File: config.mk
export PLATFORM = sky130hd
export DESIGN_NAME = irb_core
export DESIGN_NICKNAME = d
export VERILOG_FILES = /design/src/shared/irb_pkg.sv /design/src/core/irb_cmp.sv /design/src/core/irb_cond.sv /design/src/core/irb_core.sv
export SDC_FILE = /design/constraint.sdc
export NUM_CORES = 1
export LEC_CHECK = 0
export ABC_AREA = 1
export CAP_MARGIN = 40
export CORE_MARGIN = 2
export CORE_UTILIZATION = 69
export DETAILED_ROUTE_END_ITERATION = 6
export DONT_BUFFER_PORTS = 1
export PLACE_DENSITY = 0.95
export SYNTH_ARGS = -nofsm -noshare
export SYNTH_HDL_FRONTEND = slang
export SYNTH_SLANG_ARGS = --single-unit
File: constraint.sdc
create_clock -name mclk -period 4.35 [get_ports mclk]
set_input_delay 0.435 -clock mclk [delete_from_list [all_inputs] [get_ports mclk]]
set_output_delay 0.435 -clock mclk [all_outputs]
set_load 0.005 [all_outputs]
File: src/shared/irb_pkg.sv
// Shared types and constants for the index register and branch unit
package irb_pkg;

    localparam logic [7:0] IRB_BYTE_MAX = 8'hFF;
    localparam logic [7:0] IRB_RST_REG = 8'h00;
    localparam logic [7:0] IRB_RST_SP = 8'hFF;
    localparam logic [15:0] IRB_RST_PC = 16'h0000;
    localparam logic [7:0] IRB_STACK_PAGE = 8'h01;
    localparam logic [7:0] IRB_RST_STATUS = 8'h20;
    // Status bit positions
    localparam int IRB_FLAG_C = 0;
    localparam int IRB_FLAG_Z = 1;
    localparam int IRB_FLAG_I = 2;
    localparam int IRB_FLAG_V = 6;
    localparam int IRB_FLAG_N = 7;
    localparam logic [15:0] IRB_BRANCH_LEN = 16'h0002;
    localparam logic [15:0] IRB_CALL_LEN = 16'h0003;
    localparam logic [15:0] IRB_ONE_LEN = 16'h0001;

    typedef enum logic [4:0] {
        IRB_OP_NOP,
        IRB_OP_INCR_X,
        IRB_OP_DECR_X,
        IRB_OP_INCR_Y,
        IRB_OP_DECR_Y,
        IRB_OP_CMP_X,
        IRB_OP_CMP_Y,
        IRB_OP_BR_NOT_ZERO,
        IRB_OP_BR_ZERO,
        IRB_OP_BR_CARRY_CLR,
        IRB_OP_BR_CARRY_SET,
        IRB_OP_BR_MINUS,
        IRB_OP_BR_PLUS,
        IRB_OP_BR_OVF_CLR,
        IRB_OP_BR_OVF_SET,
        IRB_OP_CALL,
        IRB_OP_JUMP,
        IRB_OP_X_TO_ACC,
        IRB_OP_SP_TO_X,
        IRB_OP_X_TO_SP,
        IRB_OP_PUSH_STATUS,
        IRB_OP_PULL_STATUS,
        IRB_OP_PUSH_ACC,
        IRB_OP_PULL_ACC,
        IRB_OP_SET_IRQ_DIS,
        IRB_OP_CLR_IRQ_DIS,
        IRB_OP_INCR_MEM,
        IRB_OP_DECR_MEM
    } irb_op_type;

    // One decoded instruction from program memory
    typedef struct packed {
        irb_op_type op;
        logic imm_sel;
        logic [7:0] imm;
        logic [15:0] addr;
    } irb_instr_type;

    // One memory access request
    typedef struct packed {
        logic rd;
        logic wr;
        logic [15:0] addr;
        logic [7:0] wdata;
    } irb_mem_req_type;

endpackage
File: src/core/irb_cmp.sv
// Eight-bit compare: register minus operand, giving N, Z and C
`timescale 1ns/1ns
module irb_cmp (
    input wire logic [7:0] reg_val,
    input wire logic [7:0] operand,
    output logic neg,
    output logic zero,
    output logic carry
);

    logic [8:0] diff;

    // ********************************************
    // Subtract with borrow out
    // ********************************************
    always_comb begin
        diff = {1'b0, reg_val} - {1'b0, operand};
        neg = diff[7];
        zero = (diff[7:0] == 8'h00);
        // Carry is set when no borrow, i.e. register >= operand
        carry = ~diff[8];
    end

endmodule

File: src/core/irb_cond.sv
// Branch condition evaluator working from the status flags
`timescale 1ns/1ns
module irb_cond
    import irb_pkg::*;
(
    input wire irb_op_type op,
    input wire logic [7:0] status,
    output logic is_branch,
    output logic taken
);

    // ********************************************
    // Condition select
    // ********************************************
    always_comb begin
        is_branch = 1'b1;
        taken = 1'b0;
        case (op)
            IRB_OP_BR_NOT_ZERO: taken = ~status[IRB_FLAG_Z];
            IRB_OP_BR_ZERO: taken = status[IRB_FLAG_Z];
            IRB_OP_BR_CARRY_CLR: taken = ~status[IRB_FLAG_C];
            IRB_OP_BR_CARRY_SET: taken = status[IRB_FLAG_C];
            IRB_OP_BR_MINUS: taken = status[IRB_FLAG_N];
            IRB_OP_BR_PLUS: taken = ~status[IRB_FLAG_N];
            IRB_OP_BR_OVF_CLR: taken = ~status[IRB_FLAG_V];
            IRB_OP_BR_OVF_SET: taken = status[IRB_FLAG_V];
            default: is_branch = 1'b0;
        endcase
    end

endmodule

File: src/core/irb_core.sv
// Index register, transfer, stack and branch execution unit
`timescale 1ns/1ns

module irb_core
    import irb_pkg::*;
(
    input wire logic mclk,
    input wire logic reset,
    input wire irb_instr_type instr,
    input wire logic instr_valid,
    input wire logic [7:0] mem_rdata,
    input wire logic mem_rvalid,
    output irb_mem_req_type mem_req,
    output logic busy,
    output logic [15:0] pc,
    output logic [7:0] acc,
    output logic [7:0] index_x,
    output logic [7:0] index_y,
    output logic [7:0] stack_ptr,
    output logic [7:0] status
);

    typedef enum logic [2:0] {
        IRB_ST_IDLE,
        IRB_ST_READ,
        IRB_ST_PUSH_HI,
        IRB_ST_PUSH_LO,
        IRB_ST_WRITE
    } irb_state_type;

    // ********************************************
    // Helpers
    // ********************************************
    function automatic logic [7:0] step(input logic [7:0] v,
                                        input logic up);
        // Plain modulo-256 arithmetic: no saturation at either end
        step = up ? 8'(v + 8'h01) : 8'(v - 8'h01);
    endfunction

    function automatic logic [7:0] nz(input logic [7:0] st,
                                      input logic [7:0] v);
        nz = st;
        nz[IRB_FLAG_N] = v[7];
        nz[IRB_FLAG_Z] = (v == 8'h00);
    endfunction

    function automatic logic [15:0] stack_addr(input logic [7:0] sp);
        stack_addr = {IRB_STACK_PAGE, sp};
    endfunction

    // ********************************************
    // State
    // ********************************************
    irb_state_type state_q, state_d;
    irb_op_type op_q, op_d;
    logic [15:0] pc_q, pc_d;
    logic [15:0] tgt_q, tgt_d;
    logic [15:0] ret_q, ret_d;
    logic [7:0] a_q, a_d;
    logic [7:0] x_q, x_d;
    logic [7:0] y_q, y_d;
    logic [7:0] sp_q, sp_d;
    logic [7:0] p_q, p_d;
    irb_mem_req_type req_q, req_d;
    logic busy_q, busy_d;

    logic is_branch;
    logic taken;
    logic [7:0] cmp_lhs;
    logic [7:0] cmp_rhs;
    logic cmp_n, cmp_z, cmp_c;
    logic [15:0] seq_pc;
    logic [15:0] br_pc;

    irb_cond u_cond (
        .op(instr.op),
        .status(p_q),
        .is_branch(is_branch),
        .taken(taken)
    );

    irb_cmp u_cmp (
        .reg_val(cmp_lhs),
        .operand(cmp_rhs),
        .neg(cmp_n),
        .zero(cmp_z),
        .carry(cmp_c)
    );

    // Compare sources follow the op held for a memory read, else the new op
    always_comb begin
        if (state_q == IRB_ST_READ) begin
            cmp_lhs = (op_q == IRB_OP_CMP_Y) ? y_q : x_q;
            cmp_rhs = mem_rdata;
        end else begin
            cmp_lhs = (instr.op == IRB_OP_CMP_Y) ? y_q : x_q;
            cmp_rhs = instr.imm;
        end
    end

    // Sign-extended offset from the address after the branch
    always_comb begin
        seq_pc = 16'(pc_q + IRB_BRANCH_LEN);
        br_pc = 16'(seq_pc + {{8{instr.imm[7]}}, instr.imm});
    end

    // ********************************************
    // Next-state logic
    // ********************************************
    always_comb begin
        state_d = state_q;
        op_d = op_q;
        pc_d = pc_q;
        tgt_d = tgt_q;
        ret_d = ret_q;
        a_d = a_q;
        x_d = x_q;
        y_d = y_q;
        sp_d = sp_q;
        p_d = p_q;
        req_d = '0;
        case (state_q)
            IRB_ST_IDLE: begin
                if (instr_valid) begin
                    op_d = instr.op;
                    pc_d = 16'(pc_q + IRB_ONE_LEN);
                    if (is_branch) begin
                        // Untaken branch only advances past itself
                        pc_d = taken ? br_pc : seq_pc;
                    end
                    case (instr.op)
                        IRB_OP_INCR_X: begin
                            x_d = step(x_q, 1'b1);
                            p_d = nz(p_q, x_d);
                        end
                        IRB_OP_DECR_X: begin
                            x_d = step(x_q, 1'b0);
                            p_d = nz(p_q, x_d);
                        end
                        IRB_OP_INCR_Y: begin
                            y_d = step(y_q, 1'b1);
                            p_d = nz(p_q, y_d);
                        end
                        IRB_OP_DECR_Y: begin
                            y_d = step(y_q, 1'b0);
                            p_d = nz(p_q, y_d);
                        end
                        IRB_OP_CMP_X, IRB_OP_CMP_Y: begin
                            if (instr.imm_sel) begin
                                pc_d = seq_pc;
                                p_d[IRB_FLAG_N] = cmp_n;
                                p_d[IRB_FLAG_Z] = cmp_z;
                                p_d[IRB_FLAG_C] = cmp_c;
                            end else begin
                                pc_d = 16'(pc_q + IRB_CALL_LEN);
                                req_d.rd = 1'b1;
                                req_d.addr = instr.addr;
                                state_d = IRB_ST_READ;
                            end
                        end
                        IRB_OP_CALL: begin
                            // Return points at the call's last byte
                            ret_d = 16'(pc_q + IRB_BRANCH_LEN);
                            tgt_d = instr.addr;
                            pc_d = pc_q;
                            req_d.wr = 1'b1;
                            req_d.addr = stack_addr(sp_q);
                            req_d.wdata = ret_d[15:8];
                            sp_d = 8'(sp_q - 8'h01);
                            state_d = IRB_ST_PUSH_LO;
                        end
                        IRB_OP_JUMP: begin
                            pc_d = instr.addr;
                        end
                        IRB_OP_X_TO_ACC: begin
                            a_d = x_q;
                            p_d = nz(p_q, x_q);
                        end
                        IRB_OP_SP_TO_X: begin
                            x_d = sp_q;
                            p_d = nz(p_q, sp_q);
                        end
                        IRB_OP_X_TO_SP: begin
                            sp_d = x_q;
                        end
                        IRB_OP_PUSH_STATUS, IRB_OP_PUSH_ACC: begin
                            req_d.wr = 1'b1;
                            req_d.addr = stack_addr(sp_q);
                            req_d.wdata = (instr.op == IRB_OP_PUSH_ACC)
                                ? a_q : p_q;
                            sp_d = 8'(sp_q - 8'h01);
                        end
                        IRB_OP_PULL_STATUS, IRB_OP_PULL_ACC: begin
                            sp_d = 8'(sp_q + 8'h01);
                            req_d.rd = 1'b1;
                            req_d.addr = stack_addr(sp_d);
                            state_d = IRB_ST_READ;
                        end
                        IRB_OP_SET_IRQ_DIS: begin
                            p_d[IRB_FLAG_I] = 1'b1;
                        end
                        IRB_OP_CLR_IRQ_DIS: begin
                            p_d[IRB_FLAG_I] = 1'b0;
                        end
                        IRB_OP_INCR_MEM, IRB_OP_DECR_MEM: begin
                            pc_d = 16'(pc_q + IRB_CALL_LEN);
                            tgt_d = instr.addr;
                            req_d.rd = 1'b1;
                            req_d.addr = instr.addr;
                            state_d = IRB_ST_READ;
                        end
                        default: begin
                        end
                    endcase
                end
            end
            IRB_ST_READ: begin
                req_d = req_q;
                if (mem_rvalid) begin
                    req_d = '0;
                    state_d = IRB_ST_IDLE;
                    case (op_q)
                        IRB_OP_CMP_X, IRB_OP_CMP_Y: begin
                            p_d[IRB_FLAG_N] = cmp_n;
                            p_d[IRB_FLAG_Z] = cmp_z;
                            p_d[IRB_FLAG_C] = cmp_c;
                        end
                        IRB_OP_PULL_ACC: begin
                            a_d = mem_rdata;
                            p_d = nz(p_q, mem_rdata);
                        end
                        IRB_OP_PULL_STATUS: begin
                            p_d = mem_rdata;
                        end
                        IRB_OP_INCR_MEM, IRB_OP_DECR_MEM: begin
                            req_d.wr = 1'b1;
                            req_d.addr = tgt_q;
                            req_d.wdata = step(mem_rdata,
                                op_q == IRB_OP_INCR_MEM);
                            p_d = nz(p_q, req_d.wdata);
                            state_d = IRB_ST_WRITE;
                        end
                        default: begin
                        end
                    endcase
                end
            end
            IRB_ST_PUSH_LO: begin
                req_d.wr = 1'b1;
                req_d.addr = stack_addr(sp_q);
                req_d.wdata = ret_q[7:0];
                sp_d = 8'(sp_q - 8'h01);
                state_d = IRB_ST_PUSH_HI;
            end
            IRB_ST_PUSH_HI: begin
                // Control moves only after both return bytes are stacked
                pc_d = tgt_q;
                state_d = IRB_ST_IDLE;
            end
            IRB_ST_WRITE: begin
                state_d = IRB_ST_IDLE;
            end
            default: begin
                state_d = IRB_ST_IDLE;
            end
        endcase
        // Busy is registered so the pin comes straight from a flop
        busy_d = (state_d != IRB_ST_IDLE);
    end

    // ********************************************
    // Registers
    // ********************************************
    always_ff @(posedge mclk) begin
        if (reset) begin
            state_q <= IRB_ST_IDLE;
            op_q <= IRB_OP_NOP;
            pc_q <= IRB_RST_PC;
            tgt_q <= IRB_RST_PC;
            ret_q <= IRB_RST_PC;
            a_q <= IRB_RST_REG;
            x_q <= IRB_RST_REG;
            y_q <= IRB_RST_REG;
            sp_q <= IRB_RST_SP;
            p_q <= IRB_RST_STATUS;
            req_q <= '0;
            busy_q <= 1'b0;
        end else begin
            state_q <= state_d;
            op_q <= op_d;
            pc_q <= pc_d;
            tgt_q <= tgt_d;
            ret_q <= ret_d;
            a_q <= a_d;
            x_q <= x_d;
            y_q <= y_d;
            sp_q <= sp_d;
            p_q <= p_d;
            req_q <= req_d;
            busy_q <= busy_d;
        end
    end

    assign mem_req = req_q;
    assign busy = busy_q;
    assign pc = pc_q;
    assign acc = a_q;
    assign index_x = x_q;
    assign index_y = y_q;
    assign stack_ptr = sp_q;
    assign status = p_q;
endmodule

==> results.md <==
- Run status: complete, no violations
- PD cells: a little over 300 nW/µm²
- Die X: roughly 120 µm
- Routed len/inst: between 15 and 20 µm
- Post-layout util: between 70% and 80%
- Total grt overflow: 0
- Hold Slack: roughly 0.055 ns
- Post-route clock skew: slightly above 0.01 ns
- Min-delay src: reset
- Core area: between 10000 and 15000 µm²
- Detail Placement HPWL: approximately 26000 µm
- First DRT Iteration DRCs: about 1900
- Fin cells: roughly 1800
- Endpoints failing setup: 0
- I/O Pins: 125
- RSZ-0062 raised after global routing: false
- Post-synth ARST share: 0%
- RR Startpoint: pc[2]$_SDFFE_PP0P_
- Total number of vias: 11750
- Hold Fails Final Rpt: 0
- Clk slew on worst S/H paths: 0.07 ns
- Dpl cells: about 1800
- Fin. max-slew vios: 0
- Antenna-violating nets left: 0
- Post-cts repair resize count: 0
- Syn avg cell area: a little over 6 µm²
- Gate Count Post-Synth: 1647
- Die height: 124.2 µm
- Final critical-path required period: between 3 and 4 ns
- Required time of the critical path: about 4.7 ns
- # Post-CTS Setup Buffers: 0
- Part of the cycle the worst path needs: a little over 80%
- Final Wtd Congestion: 1.027
- Layout overhead on the synthesized area: 6.441%
- Critical Path AT: 3.98 ns
- Worst slew pin tran: slightly below 0.9 ns
- P_leak: about 4.8 nW
- Crit Path Class: register to register
- Ant. Diodes: 0
- Sequential fraction of the synthesis area: ~23%
- Post-synth EDFFs: 0
- Vias in the first global route: between 10000 and 15000
- I/O Buffers: 0
- Hold Crit Class: primary input to register
- Bufs on Longest Clock Path: 2
- Synth unique cells: 52
- Synth Net Count: about 1700
- H-tree depth: 4
- Ys Warns: 0
- Setup TNS: 0 ns
- Initial Utilization: slightly above 70%
- Via density: approximately 6.5
- Die area: between 15000 and 20000 µm²
- Crit start category: register
- Critical Path End Type: register
- TritonCTS clock tree: built
- Skew-Pair Late Insertion Delay: 0.44 ns
- Clock root buffer master: clkbuf_16
- CTS sink cnt: roughly 120
- Worst setup path startpoint: pc[2]$_SDFFE_PP0P_
- Cell area after synthesis: roughly 10000 µm²
- Layout cells sized above 1: under 10%
- Drt first pass iters: 6
- Global Route Usage Sum: between 40% and 50%
- Post-synth top flop: dfxtp_1
- Peak supply drop: ~0.35 mV
- Worst slew margin: 41.03%
- Max_cap viols: 0
- First-pass GRT wire length: around 55000 µm
- Synth Register Bits: between 100 and 150
- Largest net degree at the start of global routing: 60
- NumNets Final: about 1700
- Fmax: around 0.28 GHz
- Hold buffer count at CTS: 0
- Routed WL: ~35000 µm
- Cell row count: between 40 and 50
- Drc violations: 0
- CP Max Fanout: 9
- Initial antenna violation count: 0
- CTS buffer count: 17
- Fillers: 1187
[path summary, 6_finish.rpt]
path / endpoint / slack, ns / cells past startpoint
setup / recovery: pc[14]$_SDFFE_PP0P_ / 0.74 / 19
hold / removal: mem_req[6]$_SDFFE_PP0N_ / 0.05 / 1
setup reg to reg: pc[14]$_SDFFE_PP0P_ / 0.74 / 19
hold reg to reg: mem_req[2]$_SDFFE_PP0N_ / 0.48 / 2
[where the power goes]
part           leakage [nW]  switching (mW)  total, mW  internal [mW]
logic                  3.55           0.482      0.712          0.230
clock network         0.280           0.636       1.40          0.763
registers             0.934          0.0811       1.18           1.09
[critical path: stages, from the launching register on]
cell and delay [ns]:
dfxtp_1 0.58, ha_1 0.29, nand3_1 0.22, nor2_1 0.38, nand2_1 0.11, xor2_1 0.45
ha_1 0.40, nand2_1 0.10, nand2_1 0.06, nand3_1 0.06, nand2_1 0.05, a21oi_1 0.15
nand2_1 0.07, nand2_1 0.05, nand3_1 0.14, nand3_1 0.15, nand2_1 0.06, nand2_1 0.06
nand2_1 0.05, a21oi_1 0.10
[sequential cells by signal, summed over array words and instances, names as in the netlist]
name and count:
mem_req 26, status 8, pc 16, busy 1, acc 8, index_y 8, index_x 8, state_q 3
tgt_q 16, op_q 5, ret_q 8, stack_ptr 8
[layer usage]
layer	track usage, %	vias to the layer above	share of wire (%)
li1	-	5412	-
met1	63.35	5240	39
met2	66.60	954	40
met3	17.08	139	17
met4	17.49	0	3.6
met5	0	-	0
[layout by cell type (no fill, tap or decap), types with 5 or more instances in the layout]
cell type / instances
nand2_1: 426
inv_1: 181
nor2_1: 152
a21oi_1: 148
o21ai_0: 133
dfxtp_1: 115
nand3_1: 111
xor2_1: 52
ha_1: 44
nor3_1: 25
nand4_1: 23
o211ai_1: 18
o22ai_1: 17
a31oi_1: 17
clkbuf_16: 17
buf_4: 15
xnor2_1: 11
inv_2: 11
nor2_2: 8
o31ai_1: 8
o221ai_1: 8
a22oi_1: 7
or2_2: 7
a211oi_1: 7
inv_6: 6
clkinv_1: 5
[cell usage after synthesis, drive strengths merged (23+ instances only)]
cell type,instances,share of area (%)
clkbuf,37,1.4
nor2,164,6.7
ha,44,5.5
a21oi,150,7.6
nand2,430,16
inv,192,7.2
nand3,113,5.8
o21ai,137,7.0
nand4,23,1.4
buf,27,1.6
nor3,28,1.7
xor2,52,4.6
dfxtp,115,23
[area by class of cell]
| class | instances | area [µm²] | area share [%] |
|---|---|---|---|
| Timing Repair Buffer | 16 | 123.9 | 1.168 |
| Sequential cell | 115 | 2302 | 21.71 |
| Multi-Input combinational cell | 1271 | 6631 | 62.52 |
| Inverter | 197 | 739.5 | 6.972 |
| Clock buffer | 17 | 425.4 | 4.011 |
| Clock inverter | 15 | 158.9 | 1.498 |
| Tap cell | 180 | 225.2 | 2.123 |
[through the flow]
step	cell area [µm²]	setup slack (ns)	power, mW
global placement	9996	0.8087	1.848
CTS	10600	0.7993	3.238
global route	10610	0.4025	3.389
detailed placement	10010	0.8296	1.861
floorplan	9965	1.441	1.696
finish	10610	0.7366	3.287
[cell families after synthesis]
| logic type | Yosys count | share of synthesized area (%) |
|---|---|---|
| compound gates | 385 | 21.92 |
| xor+xnor | 63 | 5.537 |
| fa+ha+maj | 46 | 5.927 |
| buf+inv | 261 | 10.38 |
| flops | 115 | 23.10 |
| simple gates | 777 | 33.12 |
Power figures use the tool's default switching activity.
